$ cat config.mk
export PLATFORM = sky130hd
export DESIGN_NAME = chip_pad_config_regs
export DESIGN_NICKNAME = d
export VERILOG_FILES = /design/src/rtl/pad_cfg_pkg.sv /design/src/rtl/reg_access_if.sv /design/src/rtl/apb_access_decode.sv /design/src/rtl/chip_pad_config_regs.sv /design/src/rtl/masked_cfg_reg.sv
export VERILOG_INCLUDE_DIRS = /design/src /design/src/rtl
export SDC_FILE = /design/constraint.sdc
export NUM_CORES = 1
export LEC_CHECK = 0
export ABC_AREA = 1
export BUFFER_PORTS_ARGS = -buffer_cell sky130_fd_sc_hd__buf_4
export CAP_MARGIN = 40
export CORE_MARGIN = 10
export CORE_UTILIZATION = 49
export CTS_BUF_LIST = sky130_fd_sc_hd__clkbuf_16
export CTS_CLUSTER_SIZE = 16
export DETAILED_ROUTE_END_ITERATION = 16
export PLACE_DENSITY = 0.8
export RECOVER_POWER = 25
export SETUP_SLACK_MARGIN = 0.1
export SLEW_MARGIN = 20
export SYNTH_ARGS = -nofsm -noshare
export SYNTH_HDL_FRONTEND = slang
export SYNTH_SLANG_ARGS = --single-unit
$ cat constraint.sdc
create_clock -name pclk -period 1.7 [get_ports pclk]
set_clock_uncertainty 0.2 [all_clocks]
set_input_delay 0.255 -clock pclk [delete_from_list [all_inputs] [get_ports pclk]]
set_output_delay 0.255 -clock pclk [all_outputs]
set_load 0.01 [all_outputs]
$ cat src/rtl/pad_cfg_defs.svh
`ifndef PAD_CFG_DEFS_SVH
`define PAD_CFG_DEFS_SVH

// register indices; the byte address on the bus is four times the index
`define IDX_SLEW 10'h008
`define IDX_PULL 10'h00C
`define IDX_TEST 10'h010
`define IDX_IDENT 10'h012
`define ADDR_SLEW {`IDX_SLEW, 2'b00}
`define ADDR_PULL {`IDX_PULL, 2'b00}
`define ADDR_TEST {`IDX_TEST, 2'b00}
`define ADDR_IDENT {`IDX_IDENT, 2'b00}

// writable bits: bit 29 and bits 19..16 are reserved in both pin fields
`define PIN_WMASK 32'hDFF0FFFF
`define TEST_WMASK 16'hFFFF

// reset values
`define PIN_RESET 32'h00000000
`define TEST_RESET 16'h0000

// field widths and positions
`define PIN_WIDTH 32
`define TEST_WIDTH 16
`define IDENT_PART_LSB 8
`define PROT_PRIV_BIT 0

`endif

$ cat src/rtl/pad_cfg_pkg.sv
package pad_cfg_pkg;

    // bus data word and address
    typedef logic [31:0] word_t;
    typedef logic [11:0] addr_t;
    typedef logic [3:0] strb_t;
    typedef logic [2:0] prot_t;

    // per-transfer answer sequencing
    typedef enum logic [1:0] {
        ST_IDLE = 2'b00,
        ST_ANSWER = 2'b01
    } access_state_t;

endpackage : pad_cfg_pkg

$ cat src/rtl/reg_access_if.sv
`timescale 1ns/100ps

// decode results passed from the address decoder to the register bank
interface reg_access_if;
    logic hit_slew;
    logic hit_pull;
    logic hit_test;
    logic hit_ident;
    logic mapped;
    logic privileged;

    modport decoder (
        output hit_slew,
        output hit_pull,
        output hit_test,
        output hit_ident,
        output mapped,
        output privileged
    );
    modport bank (
        input hit_slew,
        input hit_pull,
        input hit_test,
        input hit_ident,
        input mapped,
        input privileged
    );
endinterface : reg_access_if
$ cat src/rtl/apb_access_decode.sv
`timescale 1ns/100ps
`include "pad_cfg_defs.svh"

module apb_access_decode (
    input wire pad_cfg_pkg::addr_t paddr,
    input wire pad_cfg_pkg::prot_t pprot,
    reg_access_if.decoder dec
);
    import pad_cfg_pkg::*;

    // full address compare; unaligned or unlisted addresses fall out as unmapped
    assign dec.hit_slew = (paddr == `ADDR_SLEW);
    assign dec.hit_pull = (paddr == `ADDR_PULL);
    assign dec.hit_test = (paddr == `ADDR_TEST);
    assign dec.hit_ident = (paddr == `ADDR_IDENT);
    assign dec.mapped = dec.hit_slew | dec.hit_pull | dec.hit_test | dec.hit_ident;
    // privileged transfers stand for supervisor mode
    assign dec.privileged = pprot[`PROT_PRIV_BIT];

endmodule : apb_access_decode

$ cat src/rtl/chip_pad_config_regs.sv
`timescale 1ns/100ps
`include "pad_cfg_defs.svh"

// Operation
// - One slew-limit bit per pin group, 0 normal and 1 limited, with bits 15..0 for the low pin groups.
// - Each pull-down bit other than the reserved 29 and 19..16 is read/write and a 1 enables the pull-down of its pin group.
// - Pull-down bits 31,30,28,27..20 and 15..0 drive pin groups while bits 29 and 19..16 are reserved.
// - Writes to reserved bits are dropped and the transfer still ends without an error.
// - The factory test register sits at index 0x0010 and exists only for manufacturing test.
// - The identification register at index 0x0012 is read-only and writes leave it unchanged.
// - The identification register holds an 8-bit fixed part number.
// - The identification register holds an 8-bit mask revision number.
// - The slew-limit field is read/write at index 0x0008, upper bits covering the remaining pin groups.
// - Only supervisor transfers act; a user transfer has no effect and ends with a transfer error.
module chip_pad_config_regs #(
    parameter logic [7:0] PART_ID = 8'h5A, // arbitrary value
    parameter logic [7:0] PART_REV = 8'h01 // arbitrary value
) (
    input wire logic pclk,
    input wire logic presetn,
    input wire logic psel,
    input wire logic penable,
    input wire logic pwrite,
    input wire pad_cfg_pkg::addr_t paddr,
    input wire pad_cfg_pkg::word_t pwdata,
    input wire pad_cfg_pkg::strb_t pstrb,
    input wire pad_cfg_pkg::prot_t pprot,
    output pad_cfg_pkg::word_t prdata,
    output logic pready,
    output logic pslverr,
    output pad_cfg_pkg::word_t slew_limit_bits,
    output pad_cfg_pkg::word_t pulldown_enable_bits,
    output logic [15:0] factory_test_reg
);
    import pad_cfg_pkg::*;

    access_state_t state_reg;
    access_state_t state_next;
    word_t prdata_reg;
    word_t prdata_next;
    logic pready_reg;
    logic pslverr_reg;
    logic pslverr_next;
    word_t slew_q;
    word_t pull_q;
    logic [15:0] test_q;
    word_t ident_word;
    word_t read_word;
    logic setup_phase;
    logic commit;
    logic access_ok;
    logic write_ok;
    logic wen_slew;
    logic wen_pull;
    logic wen_test;
    logic reset_seen_reg;

    reg_access_if dec_if ();

    // address and privilege decode
    apb_access_decode u_decode (
        .paddr(paddr),
        .pprot(pprot),
        .dec(dec_if.decoder)
    );

    // transfer phases: the answer is prepared on the setup edge so the access phase ends at once
    assign setup_phase = psel && !penable && (state_reg == ST_IDLE);
    assign commit = psel && penable && pready_reg;

    assign access_ok = dec_if.privileged && dec_if.mapped;
    assign write_ok = commit && pwrite && access_ok;

    assign wen_slew = write_ok && dec_if.hit_slew;
    assign wen_pull = write_ok && dec_if.hit_pull;
    assign wen_test = write_ok && dec_if.hit_test;

    assign ident_word = {16'h0000, PART_ID, PART_REV};

    // read selection; anything refused reads as zero
    assign read_word = dec_if.hit_slew ? slew_q :
                       dec_if.hit_pull ? pull_q :
                       dec_if.hit_test ? {16'h0000, test_q} :
                       dec_if.hit_ident ? ident_word : 32'h00000000;

    // next answer values, taken only at the setup edge
    assign prdata_next = (access_ok && !pwrite) ? read_word : 32'h00000000;
    assign pslverr_next = !access_ok;

    // answer sequencer
    always_comb begin
        state_next = state_reg;
        case (state_reg)
            ST_IDLE: begin
                if (setup_phase) begin
                    state_next = ST_ANSWER;
                end
            end
            ST_ANSWER: begin
                // a master that drops psel mid-transfer also frees the slave
                if (commit || !psel) begin
                    state_next = ST_IDLE;
                end
            end
            default: begin
                state_next = ST_IDLE;
            end
        endcase
    end

    // state register
    always_ff @(posedge pclk or negedge presetn) begin
        if (!presetn) begin
            state_reg <= ST_IDLE;
        end else begin
            state_reg <= state_next;
        end
    end

    // answer registers: pready rises for exactly the first access cycle
    always_ff @(posedge pclk or negedge presetn) begin
        if (!presetn) begin
            pready_reg <= 1'b0;
            pslverr_reg <= 1'b0;
            prdata_reg <= 32'h00000000;
        end else begin
            pready_reg <= setup_phase;
            pslverr_reg <= setup_phase ? pslverr_next : 1'b0;
            prdata_reg <= setup_phase ? prdata_next : 32'h00000000;
        end
    end

    masked_cfg_reg #(
        .WIDTH(`PIN_WIDTH),
        .WMASK(`PIN_WMASK),
        .RESET(`PIN_RESET)
    ) u_slew (
        .pclk(pclk),
        .presetn(presetn),
        .wen(wen_slew),
        .wdata(pwdata),
        .wstrb(pstrb),
        .q_reg(slew_q)
    );

    masked_cfg_reg #(
        .WIDTH(`PIN_WIDTH),
        .WMASK(`PIN_WMASK),
        .RESET(`PIN_RESET)
    ) u_pull (
        .pclk(pclk),
        .presetn(presetn),
        .wen(wen_pull),
        .wdata(pwdata),
        .wstrb(pstrb),
        .q_reg(pull_q)
    );

    // test features unlocked; no bit is masked, so supervisor writes load every strobed byte of the 16 bits
    // the bits reach the pads unguarded; writing anything but zero is software's risk
    masked_cfg_reg #(
        .WIDTH(`TEST_WIDTH),
        .WMASK(`TEST_WMASK),
        .RESET(`TEST_RESET)
    ) u_test (
        .pclk(pclk),
        .presetn(presetn),
        .wen(wen_test),
        .wdata(pwdata[15:0]),
        .wstrb(pstrb[1:0]),
        .q_reg(test_q)
    );

    // outputs come straight from the flops above
    assign prdata = prdata_reg;
    assign pready = pready_reg;
    assign pslverr = pslverr_reg;
    assign slew_limit_bits = slew_q;
    assign pulldown_enable_bits = pull_q;
    assign factory_test_reg = test_q;

    // helper: high in the first cycle after reset is released
    always_ff @(posedge pclk or negedge presetn) begin
        if (!presetn) begin
            reset_seen_reg <= 1'b1;
        end else begin
            reset_seen_reg <= 1'b0;
        end
    end

    // helper: the listed words, worked out apart from the decoder so that a decode slip
    // shows up here instead of being mirrored by the logic it is meant to check
    logic addr_listed;
    assign addr_listed = (paddr == `ADDR_SLEW) || (paddr == `ADDR_PULL) || (paddr == `ADDR_TEST)
        || (paddr == `ADDR_IDENT);
endmodule : chip_pad_config_regs

$ cat src/rtl/masked_cfg_reg.sv
`timescale 1ns/100ps

module masked_cfg_reg #(
    parameter int WIDTH = 32,
    parameter logic [WIDTH-1:0] WMASK = '1,
    parameter logic [WIDTH-1:0] RESET = '0
) (
    input wire logic pclk,
    input wire logic presetn,
    input wire logic wen,
    input wire logic [WIDTH-1:0] wdata,
    input wire logic [WIDTH/8-1:0] wstrb,
    output logic [WIDTH-1:0] q_reg
);
    import pad_cfg_pkg::*;

    genvar g;
    // one byte lane per strobe; masked bits always load zero so reserved bits stay 0
    generate
        for (g = 0; g < WIDTH / 8; g = g + 1) begin : g_lane
            always_ff @(posedge pclk or negedge presetn) begin
                if (!presetn) begin
                    q_reg[g*8 +: 8] <= RESET[g*8 +: 8];
                end else if (wen && wstrb[g]) begin
                    q_reg[g*8 +: 8] <= wdata[g*8 +: 8] & WMASK[g*8 +: 8];
                end
            end
        end
    endgenerate

endmodule : masked_cfg_reg

==> reports/results.tsv <==
metric	value	unit
cp_top_family	simple AND/OR/NAND/NOR gates	
cts-buffers-inserted	9	
tns	-80.2	ps
holdWs	19.0	ps
violations	setup timing	
worstMarginPinSlew	815	ps
ys_seq_elements	100	
diodes	0	
vias	4783	
insertion_delay	340	ps
grt_pass1_vias	4646	
syn2layout_area_growth	62.3	%
worstSetupPathDepth	9	
critPathRequiredTime	1720	ps
top_layer	met4	
r2r_slack	-50	ps
crit_fanout	7	
post_drt_wl_per_cell	19.7	um
cts_sinks	100	
drcViolationCount	0	
outcome	finished, violations left	
vdd_drop_max	0.000525	V
wl_met3	1710	um
yosys-top-cells-area	dfrtp_1, nand2_1, nand3_1, buf_4, inv_1	
die_x	115	um
slew_headroom	0.457	
crit_chain	inv_2 -> nor3_2 -> buf_4 -> nand3_4 -> nor2_4 -> buf_12 -> nand2_4 -> nand2_1 -> nand2_1	
cts_tree	built	
crit_start	pready	
cts_max_level	3	
ys_seq_area_frac	0.560	
ios	170	
critical_path_arrival	1770	ps
met1Wirelength	6030	um
grt_max_degree	42	
hold_viol	0	
power_leakage	3.82	nW
hp-class	input port to register	
critPathLaunchType	register	
clockRootBuffer	clkbuf_16	
dieArea	13300	um2
io_buffers	147	
fmax	0.572	GHz
totalWireLength	17200	um
end_kind	register	
routabilityCongestion	0.914	
path_class	register to register	
fin_crit_sh	1.03	
syn_avg_cell_area	8.20	um2
initial_utilization	0.507	
post-place-ws	-289	ps
critPathMaxStageDelay	370	ps
rsz0062_at_grt	true	
setup_viol	8	
synth_cells	545	
fin_nets	815	
crit_path_frequent_cell	nand2_1	
r2r_end	u_slew.q_reg[25]	
yosys_warnings	0	
endpoint	u_slew.q_reg[25]	
cts_buffer_depth	2	
holdPathStages	3	
slew_violations	0	
synth_area	4470	um2
final_antenna_net_count	0	
die_y	115	um
drtPass1Iterations	5	
critPathSlowestCell	dfrtp_1	
synth.distinct_cells	19	
drtIter0Drc	491	
wl_met2	9030	um
r2r_cells	9	
overflow	0	
grt_pass1_wl	24300	um
num_rows	34	
via_per_inst	5.49	
synth_top_area_frac	0.560	
core	8810	um2
maxCapViolCount	0	
cp_num_buf_inv	3	
fin_crit	1750	ps
setup_ws	-46.8	ps
rr_startpoint	pready	
fin_cells	872	
grtUsageTotal	0.227	
antenna_found_initial	0	
power.total	4.75	mW
hpwl	10600	um
powerDensity	655	nW/um2
dp.cells	805	
final_layout_size_suffix_gt1_frac	0.431	
cts.clk_slew.worst_paths	70	ps
synth_area_leader_cell	dfrtp_1	
report_power, final:
group	internal [mW]	leakage (nW)	total, mW	switching, mW
clock	1.12	0.148	2.01	0.883
combinational	0.160	2.28	0.360	0.199
sequential	2.38	1.40	2.38	0.00243
total	3.67	3.82	4.75	1.08
worst min-delay path, stage by stage:
cell	delay (ps)
buf_4	80
inv_1	70
a21oi_1	120
synth_stat cells (all sizes together):
master	n
nand2	220
dfrtp	100
nand3	92
inv	31
nor2	30
buf	24
a21oi	19
clkbuf	14
nor3	12
a21boi	1
clkinv	1
conb	1
layout by cell type, fill, tap and decap left out, drive strengths merged:
master	instances
a21boi	1
conb	15
nor2	30
dfrtp	100
dlygate4sd3	30
a21oi	19
nand3	92
inv	33
clkinvlp	3
clkbuf	14
dlymetal6s4s	1
clkinv	3
nand2	220
buf	190
nor3	12
bufinv	1
layer usage:
layer | track usage | vias up
li1 | - | 2125
met4 | 0.0642 | 0
met5 | 0 | -
met1 | 0.267 | 2313
met2 | 0.397 | 300
met3 | 0.0636 | 45
stage by stage:
step           area, um2  utilization
3_3_place_gp        5910        0.671
3_5_place_dp        5910        0.671
6_report            7250        0.823
2_1_floorplan       4610            -
4_1_cts             6730        0.765
5_1_grt             7250        0.823
timing repair:
item	CTS	global route
pin swaps	12	37
setup endpoints to repair	91	96
hold buffers	31	0
gates cloned	2	5
hold endpoints to repair	91	0
setup buffers	6	7
resized for setup	35	93
cells by family after synthesis:
| group | share of synthesized area |
|---|---|
| AOI/OAI and AO/OA | 0.0238 |
| buffers and inverters | 0.0756 |
| DFF | 0.560 |
| other | 0.000840 |
| and+or+nand+nor | 0.339 |
layout make-up:
class,instances,area (um2)
Sequential cell,100,2500
Multi-Input combinational cell,389,2200
Timing Repair Buffer,226,2000
Fill cell,512,1560
Clock buffer,9,225
Tap cell,108,135
Inverter,32,126
Clock inverter,7,60.1
Timing Repair inverter,1,7.51
worst min-delay path by stage:
stage | startpoint | endpoint | slack [ps]
2_1_floorplan | presetn | prdata[0] | -240
3_3_place_gp | presetn | u_pull.q_reg[11] | 8
3_5_place_dp | presetn | u_pull.q_reg[12] | 10
4_1_cts | psel | state_reg[0] | 8
5_1_grt | psel | state_reg[0] | 40
6_report | psel | state_reg[0] | 20
Power figures use the tool's default switching activity.
